==> src/include/qeo_pkg.sv <==
// shared constants and types for the quadrature encoder output link
`default_nettype none
package qeo_pkg;
  // measuring steps per quadrature cycle
  localparam int unsigned STEPS_PER_CYCLE = 4;
  // default interpolation factor and ring pole count
  localparam int unsigned INTERP_DEF      = 16;
  localparam int unsigned POLES_DEF       = 64;
  localparam int unsigned EDGE_W          = 24;
  localparam int unsigned POS_W           = 32;
  // quadrature phase states, gray order, forward walks upward
  typedef enum logic [1:0] {
    QEO_PH_00 = 2'b00,
    QEO_PH_10 = 2'b01,
    QEO_PH_11 = 2'b10,
    QEO_PH_01 = 2'b11
  } qeo_phase_t;
  localparam logic [1:0] PH_STEP_FWD = 2'h1;
  localparam logic [1:0] PH_REF      = 2'h0;
endpackage
`default_nettype wire

==> src/include/qeo_link_if.sv <==
// quadrature link between encoder readhead and receiving counter
`timescale 1ns/1ps
`default_nettype none
interface qeo_link_if;
  logic ch_a;
  logic ch_a_n;
  logic ch_b;
  logic ch_b_n;
  logic ch_z;
  logic ch_z_n;
  logic ch_z_en;
  modport enc (output ch_a, ch_a_n, ch_b, ch_b_n, ch_z, ch_z_n, ch_z_en);
  modport rcv (input  ch_a, ch_a_n, ch_b, ch_b_n, ch_z, ch_z_n, ch_z_en);
endinterface
`default_nettype wire

==> src/core/qeo_encoder.sv <==
// readhead end: ring motion steps to quadrature and reference outputs
// Function
// - complementary copies on A, B and reference
// - edges per revolution = interp times poles
// - edge rate follows ring step rate
// - one reference pulse per revolution
// - forward motion: A rises before B
// - receiver counts up when A leads
// - no direction inversion setting exists
// - reference outputs only on reference variant
// - reference lasts one step, edge aligned
// - lamp lit while reference pole sensed
// - receiver leaves pitch/interp scaling to software
// - receiver uses complements or insulates
// - receiver homes on reference pulse
`timescale 1ns/1ps
`default_nettype none
module qeo_encoder #(
  parameter int unsigned INTERP  = qeo_pkg::INTERP_DEF,
  parameter int unsigned POLES   = qeo_pkg::POLES_DEF,
  parameter bit          HAS_REF = 1'b1
) (
  input  wire logic  clk_i,
  input  wire logic  rst_n_i,
  input  wire logic  step_i,
  input  wire logic  dir_rev_i,
  output logic       ref_lamp_o,
  output logic [qeo_pkg::EDGE_W-1:0] angle_o,
  qeo_link_if.enc    link
);
  // edges per revolution, derived not stored
  localparam int unsigned EDGES = INTERP * POLES;
  localparam logic [qeo_pkg::EDGE_W-1:0] LAST =
    qeo_pkg::EDGE_W'(EDGES - 1);
  localparam logic [qeo_pkg::EDGE_W-1:0] ZERO = '0;
  localparam logic [qeo_pkg::EDGE_W-1:0] ONE  =
    qeo_pkg::EDGE_W'(1);
  // reference pole spans one quadrature cycle at angle zero
  localparam logic [qeo_pkg::EDGE_W-1:0] POLE_SPAN =
    qeo_pkg::EDGE_W'(qeo_pkg::STEPS_PER_CYCLE);
  // limitation: phase and angle stay locked only when the edge
  // count is a multiple of four, as it is for real rings

  // slots of the three channels in the true and complement vectors
  localparam int unsigned CH_A   = 0;
  localparam int unsigned CH_B   = 1;
  localparam int unsigned CH_Z   = 2;
  localparam int unsigned CH_NUM = 3;

  // bit slots and gray levels {a, b} of the decoded phase
  localparam int unsigned AB_A   = 1;
  localparam int unsigned AB_B   = 0;
  localparam logic [1:0]  AB_00  = 2'h0;
  localparam logic [1:0]  AB_10  = 2'h2;
  localparam logic [1:0]  AB_11  = 2'h3;
  localparam logic [1:0]  AB_01  = 2'h1;

  // reset parks the head on the reference step, so the outputs
  // already show that step and no false reference edge follows
  localparam logic        Z_RST    = HAS_REF;
  localparam logic        LAMP_RST = 1'b1;
  localparam qeo_pkg::qeo_phase_t PH_RST =
    qeo_pkg::qeo_phase_t'(qeo_pkg::PH_REF);

  // ring position, phase and the registered pin levels
  logic [qeo_pkg::EDGE_W-1:0] ang_q;
  logic [qeo_pkg::EDGE_W-1:0] ang_d;
  qeo_pkg::qeo_phase_t        ph_q;
  qeo_pkg::qeo_phase_t        ph_d;
  qeo_pkg::qeo_phase_t        ph_fwd;
  qeo_pkg::qeo_phase_t        ph_rev;
  logic [1:0]                 ab_d;
  logic                       a_q;
  logic                       b_q;
  logic                       z_q;
  logic                       lamp_q;
  wire  [CH_NUM-1:0]          ch_true;
  wire  [CH_NUM-1:0]          ch_comp;

  // direction comes only from motion sense, no inversion input
  wire fwd = ~dir_rev_i;
  wire at_top = (ang_q == LAST);
  wire at_bot = (ang_q == ZERO);
  // wrap at both ends keeps one revolution exactly EDGES steps
  wire [qeo_pkg::EDGE_W-1:0] ang_inc = at_top ? ZERO : ang_q + ONE;
  wire [qeo_pkg::EDGE_W-1:0] ang_dec = at_bot ? LAST : ang_q - ONE;

  // successor and predecessor of the current phase
  always_comb begin
    case (ph_q)
      qeo_pkg::QEO_PH_00: begin
        ph_fwd = qeo_pkg::QEO_PH_10;
        ph_rev = qeo_pkg::QEO_PH_01;
      end
      qeo_pkg::QEO_PH_10: begin
        ph_fwd = qeo_pkg::QEO_PH_11;
        ph_rev = qeo_pkg::QEO_PH_00;
      end
      qeo_pkg::QEO_PH_11: begin
        ph_fwd = qeo_pkg::QEO_PH_01;
        ph_rev = qeo_pkg::QEO_PH_10;
      end
      qeo_pkg::QEO_PH_01: begin
        ph_fwd = qeo_pkg::QEO_PH_00;
        ph_rev = qeo_pkg::QEO_PH_11;
      end
      default: begin
        ph_fwd = PH_RST;
        ph_rev = PH_RST;
      end
    endcase
  end

  // one step of motion moves exactly one measuring step
  always_comb begin
    ang_d = ang_q;
    ph_d  = ph_q;
    if (step_i) begin
      if (fwd) begin
        ang_d = ang_inc;
        ph_d  = ph_fwd;
      end else begin
        ang_d = ang_dec;
        ph_d  = ph_rev;
      end
    end
  end

  // gray decode: 00,10,11,01 so A rises before B going forward
  // decoding the next phase keeps the pins in step with the angle
  always_comb begin
    case (ph_d)
      qeo_pkg::QEO_PH_00: ab_d = AB_00;
      qeo_pkg::QEO_PH_10: ab_d = AB_10;
      qeo_pkg::QEO_PH_11: ab_d = AB_11;
      qeo_pkg::QEO_PH_01: ab_d = AB_01;
      default:            ab_d = AB_00;
    endcase
  end

  // neighbouring phases differ in one bit only
  wire a_d = ab_d[AB_A];
  wire b_d = ab_d[AB_B];
  wire in_pole_d = (ang_d < POLE_SPAN);
  // pulse only in the one step inside the pole where phase is 00
  wire home_step_d = (ang_d == ZERO);
  wire z_d = HAS_REF & home_step_d;
  // without reference the lamp only shows that power is up
  wire lamp_d = HAS_REF ? in_pole_d : 1'b1;

  // motion state: angle and phase move together
  always_ff @(posedge clk_i or negedge rst_n_i) begin
    if (!rst_n_i) begin
      ang_q <= ZERO;
      ph_q  <= PH_RST;
    end else begin
      ang_q <= ang_d;
      ph_q  <= ph_d;
    end
  end

  // phase lines come from flops so no decode glitch reaches a pin
  always_ff @(posedge clk_i or negedge rst_n_i) begin
    if (!rst_n_i) begin
      a_q <= AB_00[AB_A];
      b_q <= AB_00[AB_B];
    end else begin
      a_q <= a_d;
      b_q <= b_d;
    end
  end

  // reference pulse and lamp
  always_ff @(posedge clk_i or negedge rst_n_i) begin
    if (!rst_n_i) begin
      z_q    <= Z_RST;
      lamp_q <= LAMP_RST;
    end else begin
      z_q    <= z_d;
      lamp_q <= lamp_d;
    end
  end

  assign ch_true[CH_A] = a_q;
  assign ch_true[CH_B] = b_q;
  // without reference the true line is driven low, not released
  assign ch_true[CH_Z] = HAS_REF & z_q;

  // one inverter per channel; a missing reference keeps both lines low
  for (genvar i = 0; i < CH_NUM; i++) begin : g_comp
    localparam bit LIVE = (i != CH_Z) || HAS_REF;
    assign ch_comp[i] = LIVE & ~ch_true[i];
  end

  // the link carries the true levels straight from the flops, complements via one inverter each
  assign link.ch_a    = ch_true[CH_A];
  assign link.ch_a_n  = ch_comp[CH_A];
  assign link.ch_b    = ch_true[CH_B];
  assign link.ch_b_n  = ch_comp[CH_B];
  assign link.ch_z    = ch_true[CH_Z];
  assign link.ch_z_n  = ch_comp[CH_Z];
  assign link.ch_z_en = HAS_REF;
  assign ref_lamp_o   = lamp_q;
  assign angle_o      = ang_q;
endmodule
`default_nettype wire

==> src/flat_wrapper.sv <==
// flat-port wrapper written by rule: the top's interface ports become plain ports
module qeo_encoder_flat 
#(
  parameter int unsigned INTERP  = qeo_pkg::INTERP_DEF,
  parameter int unsigned POLES   = qeo_pkg::POLES_DEF,
  parameter bit          HAS_REF = 1'b1
)
  (clk_i, rst_n_i, step_i, dir_rev_i, ref_lamp_o, angle_o, link_ch_a, link_ch_a_n, link_ch_b, link_ch_b_n, link_ch_z, link_ch_z_n, link_ch_z_en);
  qeo_link_if link_i ();
  input  wire logic clk_i;
  input  wire logic rst_n_i;
  input  wire logic step_i;
  input  wire logic dir_rev_i;
  output logic ref_lamp_o;
  output logic [qeo_pkg::EDGE_W-1:0] angle_o;
  output wire logic [$bits(link_i.ch_a)-1:0] link_ch_a;
  output wire logic [$bits(link_i.ch_a_n)-1:0] link_ch_a_n;
  output wire logic [$bits(link_i.ch_b)-1:0] link_ch_b;
  output wire logic [$bits(link_i.ch_b_n)-1:0] link_ch_b_n;
  output wire logic [$bits(link_i.ch_z)-1:0] link_ch_z;
  output wire logic [$bits(link_i.ch_z_n)-1:0] link_ch_z_n;
  output wire logic [$bits(link_i.ch_z_en)-1:0] link_ch_z_en;
  assign link_ch_a = link_i.ch_a;
  assign link_ch_a_n = link_i.ch_a_n;
  assign link_ch_b = link_i.ch_b;
  assign link_ch_b_n = link_i.ch_b_n;
  assign link_ch_z = link_i.ch_z;
  assign link_ch_z_n = link_i.ch_z_n;
  assign link_ch_z_en = link_i.ch_z_en;
  qeo_encoder #(.INTERP(INTERP), .POLES(POLES), .HAS_REF(HAS_REF)) u_core (.clk_i(clk_i), .rst_n_i(rst_n_i), .step_i(step_i), .dir_rev_i(dir_rev_i), .ref_lamp_o(ref_lamp_o), .angle_o(angle_o), .link(link_i));
endmodule
==> config.mk <==
export PLATFORM = sky130hd
export DESIGN_NAME = qeo_encoder_flat
export DESIGN_NICKNAME = d
export VERILOG_FILES = /design/src/include/qeo_pkg.sv /design/src/include/qeo_link_if.sv /design/src/core/qeo_encoder.sv /design/src/flat_wrapper.sv
export SDC_FILE = /design/constraint.sdc
export NUM_CORES = 1
export LEC_CHECK = 0
export ABC_AREA = 1
export BUFFER_PORTS_ARGS = -buffer_cell sky130_fd_sc_hd__buf_4
export CAP_MARGIN = 20
export CORE_UTILIZATION = 30
export CTS_CLUSTER_SIZE = 25
export DETAILED_ROUTE_END_ITERATION = 16
export HOLD_SLACK_MARGIN = 0.12
export PLACE_DENSITY = 0.52
export SYNTH_ARGS = -nofsm -noshare
export SYNTH_HDL_FRONTEND = slang
export SYNTH_SLANG_ARGS = --single-unit
==> constraint.sdc <==
create_clock -name clk_i -period 1.98 [get_ports clk_i]
set_input_delay 0.198 -clock clk_i [delete_from_list [all_inputs] [get_ports clk_i]]
set_output_delay 0.198 -clock clk_i [all_outputs]
set_load 0.02 [all_outputs]
==> results.sh, run 1 <==
export IMPL_status="finished, violations left"
export IMPL_violations="setup timing"
export IMPL_yosysUniqueCellTypes=39
export IMPL_final_area_sq_um=4810
export IMPL_fmax_ghz=0.487
export IMPL_gp_congestion=0.911
export IMPL_dr_pass1_iters=5
export IMPL_reg2reg_depth=15
export IMPL_tightest_slew_ns=0.615
export IMPL_grt_pass1_vias=3850
export IMPL_seqCellArea_sq_um=766
export IMPL_rrSetupSlack_ns=-0.07
export IMPL_dpl_worst_slack_ns=-0.214
export IMPL_timing_critical_path_to="u_core.link.ch_z"
export IMPL_clkPwrFrac=0.173
export IMPL_cp_max_fo=4
export IMPL_final_nets=688
export IMPL_initial_utilization=0.307
export IMPL_setup_viol=3
export IMPL_setup_ws_ns=-0.0741
export IMPL_synth_cells=537
export IMPL_drcViolationCount=0
export IMPL_hold_path_class="in -> async"
export IMPL_crit_cells=15
export IMPL_startpoint_type="flip-flop"
export IMPL_nFillCells=1076
export IMPL_path_clk_slew_ns=0.08
export IMPL_critPathRequiredTime_ns=2.23
export IMPL_io_buffers=34
export IMPL_die_w_um=105
export IMPL_power_leakage_nw=2.38
export IMPL_r2r_end="u_core.link.ch_z"
export IMPL_ys_ff_latch=30
export IMPL_hpwl_mm=8.62
export IMPL_pwr_share_seq=0.254
export IMPL_grt_overflow=0
export IMPL_cpPeakStageDelay_ns=0.43
export IMPL_rr_startpoint="u_core.angle_o[3]"
export IMPL_grt_use_total=0.220
export IMPL_drive_above_1_share=0.423
export IMPL_row_count=37
export IMPL_die_h_um=105
export IMPL_end_kind="flip-flop"
export IMPL_ir_drop_uv=371
export IMPL_postPlaceCellArea_sq_um=4100
export IMPL_tns_ns=-0.204
export IMPL_fin_util=0.468
export IMPL_antenna_found_initial=1
export IMPL_crit_family="simple AND/OR/NAND/NOR gates"
export IMPL_dieArea_sq_um=10900
export IMPL_diodes=0
export IMPL_slew_headroom=0.589
export IMPL_grt_pass1_wl_mm=19.0
export IMPL_drt_wirelength_per_cell_um=14.5
export IMPL_cp_num_buf_inv=3
export IMPL_maxCapViolations=0
export IMPL_htreeDepth=2
export IMPL_numCtsBuffers=5
export IMPL_syn2layout_area_growth_pct=52.3
export IMPL_power_density_nw_per_um2=751
export IMPL_ys_seq_area_frac=0.238
export IMPL_design_core_area_sq_um=10300
export IMPL_syn_area_per_cell_sq_um=5.88
export IMPL_crit_top_cell="nand2_2"
export IMPL_fin_skew_ns=0.0107
export IMPL_crit_chain="buf_6 > nor2_4 > nand2_4 > nor2_4 > nand3_4 > buf_4 > nand4_1 > nand3_1 > nand2_2 > nand2_2 > nor2_4 > nand2_2 > inv_2 > nand2_2 > nor2_2"
export IMPL_cts_tree="built"
export IMPL_vias_per_cell=4.73
export IMPL_syn_area_sq_um=3160
export IMPL_cpMaxStageDelayCell="dfrtp_1"
export IMPL_clock_root_buffer="clkbuf_8"
export IMPL_combinationalPowerShare=0.573
export IMPL_ctsLongestPathBuffers=2
export IMPL_multiInputGateArea_sq_um=2290
export IMPL_p_sw_w=0.00162
export IMPL_switching_share=0.447
export IMPL_synth_nets=548
export IMPL_rsz0062_at_grt="true"
export IMPL_io_pins=36
export IMPL_internal_power_w=0.00200
export IMPL_ys_warn_count=0
export IMPL_drtIter0Drc=243
export IMPL_startpoint="u_core.angle_o[3]"
export IMPL_routed_via_count=3850
export IMPL_hold_violations=0
export IMPL_arrival_ns=2.30
export IMPL_period_needed_ns=2.05
export IMPL_grt_max_degree=31
export IMPL_fin_hold_ws_ns=0.372
export IMPL_maxSlewViolCount=0
export IMPL_path_class="reg -> reg"
export IMPL_antenna_left=0
export IMPL_wirelength_mm=11.8
export IMPL_period_share=1.04
export IMPL_cts_sinks=30
export IMPL_clkLatencyLatePin_ns=0.30
registers in the layout, indices dropped and copies added (netlist names):
name,count
u_core.link.ch_z,1
u_core.ref_lamp_o,1
u_core.link.ch_a,1
u_core.angle_o,24
u_core.ph_q,2
u_core.link.ch_b,1
placed cells by master, fill, tap and decap left out, types with 10 or more instances in the layout:
cell type,n
nand3_1,56
o21ai_0,13
inv_2,12
dfrtp_1,18
buf_6,13
nor2_4,19
inv_1,64
nand4_1,12
nor2_2,25
nand2_1,152
buf_4,134
nand2_2,29
nand3_2,13
dfrtp_2,10
nor2_1,49
cell usage after synthesis, drive strengths merged:
cell,number,area share
o21bai,2,0.0071
nor2,93,0.15
nand2,186,0.23
buf,11,0.022
ha,7,0.028
conb,1,0.0012
nand4,12,0.024
dfrtp,28,0.22
clkbuf,5,0.0059
o21ai,17,0.028
nand3b,1,0.0024
dfstp,2,0.017
a31oi,2,0.0040
a21oi,5,0.0091
clkinv,3,0.0040
or2,1,0.0020
nor3,2,0.0048
o21a,1,0.0024
nand3,72,0.12
xnor2,1,0.0028
o211ai,2,0.0048
xor2,4,0.011
inv,77,0.092
and2,2,0.0040
layout make-up:
| type | count | share of cell area |
|---|---|---|
| timing repair inverter | 1 | 0.00130 |
| multi-input combinational | 411 | 0.476 |
| sequential | 30 | 0.159 |
| tap | 136 | 0.0354 |
| inverter | 80 | 0.0642 |
| clock buffer | 8 | 0.0229 |
| timing repair buffer | 148 | 0.242 |
layer usage:
| layer | global-route usage | up-vias | part of all wire |
|---|---|---|---|
| met3 | 0.0318 | 18 | 0.048 |
| met1 | 0.288 | 1785 | 0.45 |
| li1 | - | 1945 | - |
| met2 | 0.361 | 100 | 0.48 |
| met4 | 0.0946 | 2 | 0.024 |
| met5 | 0 | - | 0.0011 |
power groups by stage:
stage | logic (W) | clock network [W] | registers, W
5_1_grt | 0.00227 | 0.000663 | 0.000939
6_report | 0.00207 | 0.000624 | 0.000918
3_3_place_gp | 0.00176 | 0 | 0.000893
2_1_floorplan | 0.000894 | 0 | 0.00101
4_1_cts | 0.00197 | 0.000634 | 0.000912
3_5_place_dp | 0.00178 | 0 | 0.000900
cells by family (layout without fill, tap and decap cells):
group           after synthesis  after routing  share of synthesized area
compound gates               29             29                     0.0554
flops                        30             30                      0.238
simple gates                369            369                      0.539
other cells                   1              1                    0.00119
fa+ha+maj                     7              7                     0.0277
buf+inv                      96            237                      0.124
xor+xnor                      5              5                     0.0139
through the flow:
step                power, W  instances
floorplan            0.00191        537
global placement     0.00265        771
detailed placement   0.00268        771
CTS                  0.00351        807
global route         0.00387        814
finish               0.00362        814
worst reg2reg max path, delay by kind of cell, from the launching register on:
| kind | cells | cell delay (ns) |
|---|---|---|
| simple gates | 12 | 1.21 |
| flops | 1 | 0.43 |
| buf+inv | 3 | 0.36 |
repair_timing:
item,4_1_cts,5_1_grt
setup endpoints to repair,2,7
gates resized for setup,66,43
hold endpoints to repair,28,0
hold buffers,1,0
setup buffers,26,8
cloned,1,0
pin swaps,33,33
worst min path at each step:
stage / end / startpoint / cells after the start / slack [ns]
2_1_floorplan: u_core.angle_o[0] / rst_n_i / 0 / -0.1
3_3_place_gp: u_core.angle_o[18] / rst_n_i / 1 / 0.17
3_5_place_dp: u_core.angle_o[18] / rst_n_i / 1 / 0.17
4_1_cts: u_core.angle_o[8] / rst_n_i / 2 / 0.40
5_1_grt: u_core.angle_o[8] / rst_n_i / 2 / 0.43
6_report: u_core.angle_o[8] / rst_n_i / 2 / 0.37
Power figures use the tool's default switching activity.
==> inputs of run 2 (changes only) <==
--- a/config.mk
+++ b/config.mk
@@ -13,6 +13,7 @@
 export DETAILED_ROUTE_END_ITERATION = 16
 export HOLD_SLACK_MARGIN = 0.12
 export PLACE_DENSITY = 0.52
+export SETUP_SLACK_MARGIN = 0.5
 export SYNTH_ARGS = -nofsm -noshare
 export SYNTH_HDL_FRONTEND = slang
 export SYNTH_SLANG_ARGS = --single-unit
==> run 2 against run 1 <==
  * The flow still finishes with violations (setup timing)
  * Global-route usage fell by 0.79 points
  * Setup slack improved by 0.036 ns
  * Wire length fell by 0.75%
  * Die area did not move
  * Via count rose by 0.34%
  * Critical path type unchanged
  * Largest cell class unchanged
  * Highest routed layer is now met4
==> results.sh, run 2 (synthesis results as in run 1) <==
export IMPL_hold_path_class="in -> async"
export IMPL_maxSlewViolCount=0
export IMPL_place_inst=754
export IMPL_setup_viol=2
export IMPL_ctsLongestPathBuffers=2
export IMPL_cts_sinks=30
export IMPL_antenna_left=0
export IMPL_clkLatencyLatePin_ns=0.29
export IMPL_grt_max_degree=31
export IMPL_critPathRequiredTime_ns=2.22
export IMPL_ir_drop_uv=542
export IMPL_dpl_worst_slack_ns=-0.0916
export IMPL_final_area_sq_um=4740
export IMPL_power_leakage_nw=2.27
export IMPL_vias_per_cell=4.89
export IMPL_final_nets=664
export IMPL_die_h_um=105
export IMPL_row_count=37
export IMPL_period_share=1.02
export IMPL_design_core_area_sq_um=10300
export IMPL_layoutNonFillerInstCount=790
export IMPL_fin_hold_ws_ns=0.384
export IMPL_wirelength_mm=11.7
export IMPL_io_buffers=34
export IMPL_period_needed_ns=2.02
export IMPL_end_kind="flip-flop"
export IMPL_path_class="reg -> reg"
export IMPL_postPlaceCellArea_sq_um=4050
export IMPL_hpwl_mm=8.73
export IMPL_io_pins=36
export IMPL_die_w_um=105
export IMPL_gp_congestion=0.876
export IMPL_status="finished, violations left"
export IMPL_dr_pass1_iters=5
export IMPL_cts_tree="built"
export IMPL_numCtsBuffers=5
export IMPL_arrival_ns=2.25
export IMPL_hold_violations=0
export IMPL_drt_wirelength_per_cell_um=14.8
export IMPL_violations="setup timing"
export IMPL_grt_pass1_wl_mm=18.3
export IMPL_maxCapViolations=0
export IMPL_power_density_nw_per_um2=764
export IMPL_grt_pass1_vias=3696
export IMPL_final_cell_mix="142 x nand2_1, 115 x buf_4, 63 x inv_1, 53 x nand3_1, 47 x nor2_1"
export IMPL_dieArea_sq_um=10900
export IMPL_syn2layout_area_growth_pct=50.0
export IMPL_tns_ns=-0.0668
export IMPL_initial_utilization=0.307
export IMPL_cp_max_fo=6
export IMPL_fin_skew_ns=0.00314
export IMPL_grt_overflow=0
export IMPL_fmax_ghz=0.495
export IMPL_htreeDepth=2
export IMPL_setup_ws_ns=-0.0382
export IMPL_diodes=0
export IMPL_antenna_found_initial=0
export IMPL_final_common_cell="nand2_1"
export IMPL_routed_via_count=3863
export IMPL_largest_reg_flops=24
export IMPL_grt_use_total=0.212
export IMPL_drcViolationCount=0
export IMPL_startpoint_type="flip-flop"
export IMPL_drive_above_1_share=0.451
export IMPL_drtIter0Drc=184
export IMPL_clock_root_buffer="clkbuf_8"
export IMPL_rsz0062_at_grt="true"
export IMPL_path_clk_slew_ns=0.08
## run 2: changes by cell type in the layout (fill, tap and decap cells not counted), sizes merged
cell  previous run  this run
buf            147       124
inv             78        77
## run 2: layout make-up
| class | instances | area [sq um] |
|---|---|---|
| Sequential cell | 30 | 774 |
| Multi-Input combinational cell | 411 | 2400 |
| Timing Repair Buffer | 125 | 975 |
| Clock buffer | 8 | 110 |
| Tap cell | 136 | 170 |
| Inverter | 80 | 310 |
| Fill cell | 1094 | 5540 |
## run 2: path summary, 6_finish.rpt
check                           slack, ns                  to              start  depth (start not counted)
worst min register to register       0.62      u_core.ph_q[1]     u_core.ph_q[1]                          1
min in group clk_i                   0.42   u_core.angle_o[4]             step_i                          3
worst max-delay path                -0.04    u_core.link.ch_z  u_core.angle_o[1]                         14
max in group asynchronous            1.23    u_core.link.ch_z            rst_n_i                          2
worst max register to register      -0.04    u_core.link.ch_z  u_core.angle_o[1]                         14
worst min-delay path                 0.38  u_core.angle_o[11]            rst_n_i                          2
## run 2: what timing repair did
| action | 4_1_cts | 5_1_grt |
|---|---|---|
| resized for setup | 35 | 76 |
| pin swaps | 13 | 20 |
| hold buffers | 1 | 0 |
| endpoints found under the setup margin | 27 | 28 |
| hold endpoints to repair | 28 | 0 |
| setup buffers | 13 | 14 |
## run 2: worst max-delay path, stage by stage (launching register included)
cell     delay (ns)
dfrtp_2        0.46
inv_2          0.07
ha_4           0.17
nand2_4        0.10
nor2_4         0.05
nand3_4        0.11
buf_6          0.12
nor2_4         0.04
nor2_4         0.18
nand3_2        0.12
a21oi_2        0.16
nand2_1        0.06
nor2_1         0.16
nand2_2        0.08
nor2_2         0.07
## run 2: metal layers
metal	track usage	routed length [um]	vias to the layer above
met5	0	0	-
met4	0.0875	338	0
met3	0.0262	493	28
met2	0.342	5460	95
met1	0.286	5420	1837
li1	-	-	1903
## run 2: stage by stage
stage / util / total power [W]
3_3_place_gp: 0.394 / 0.00263
2_1_floorplan: - / 0.00199
5_1_grt: 0.461 / 0.00386
4_1_cts: 0.426 / 0.00338
6_report: 0.461 / 0.00362
3_5_place_dp: 0.394 / 0.00265
## run 2: power by group
part | switching, W | total (W) | internal, W
registers | 0.000193 | 0.000945 | 0.000751
logic | 0.00118 | 0.00203 | 0.000858
clock network | 0.000290 | 0.000643 | 0.000352
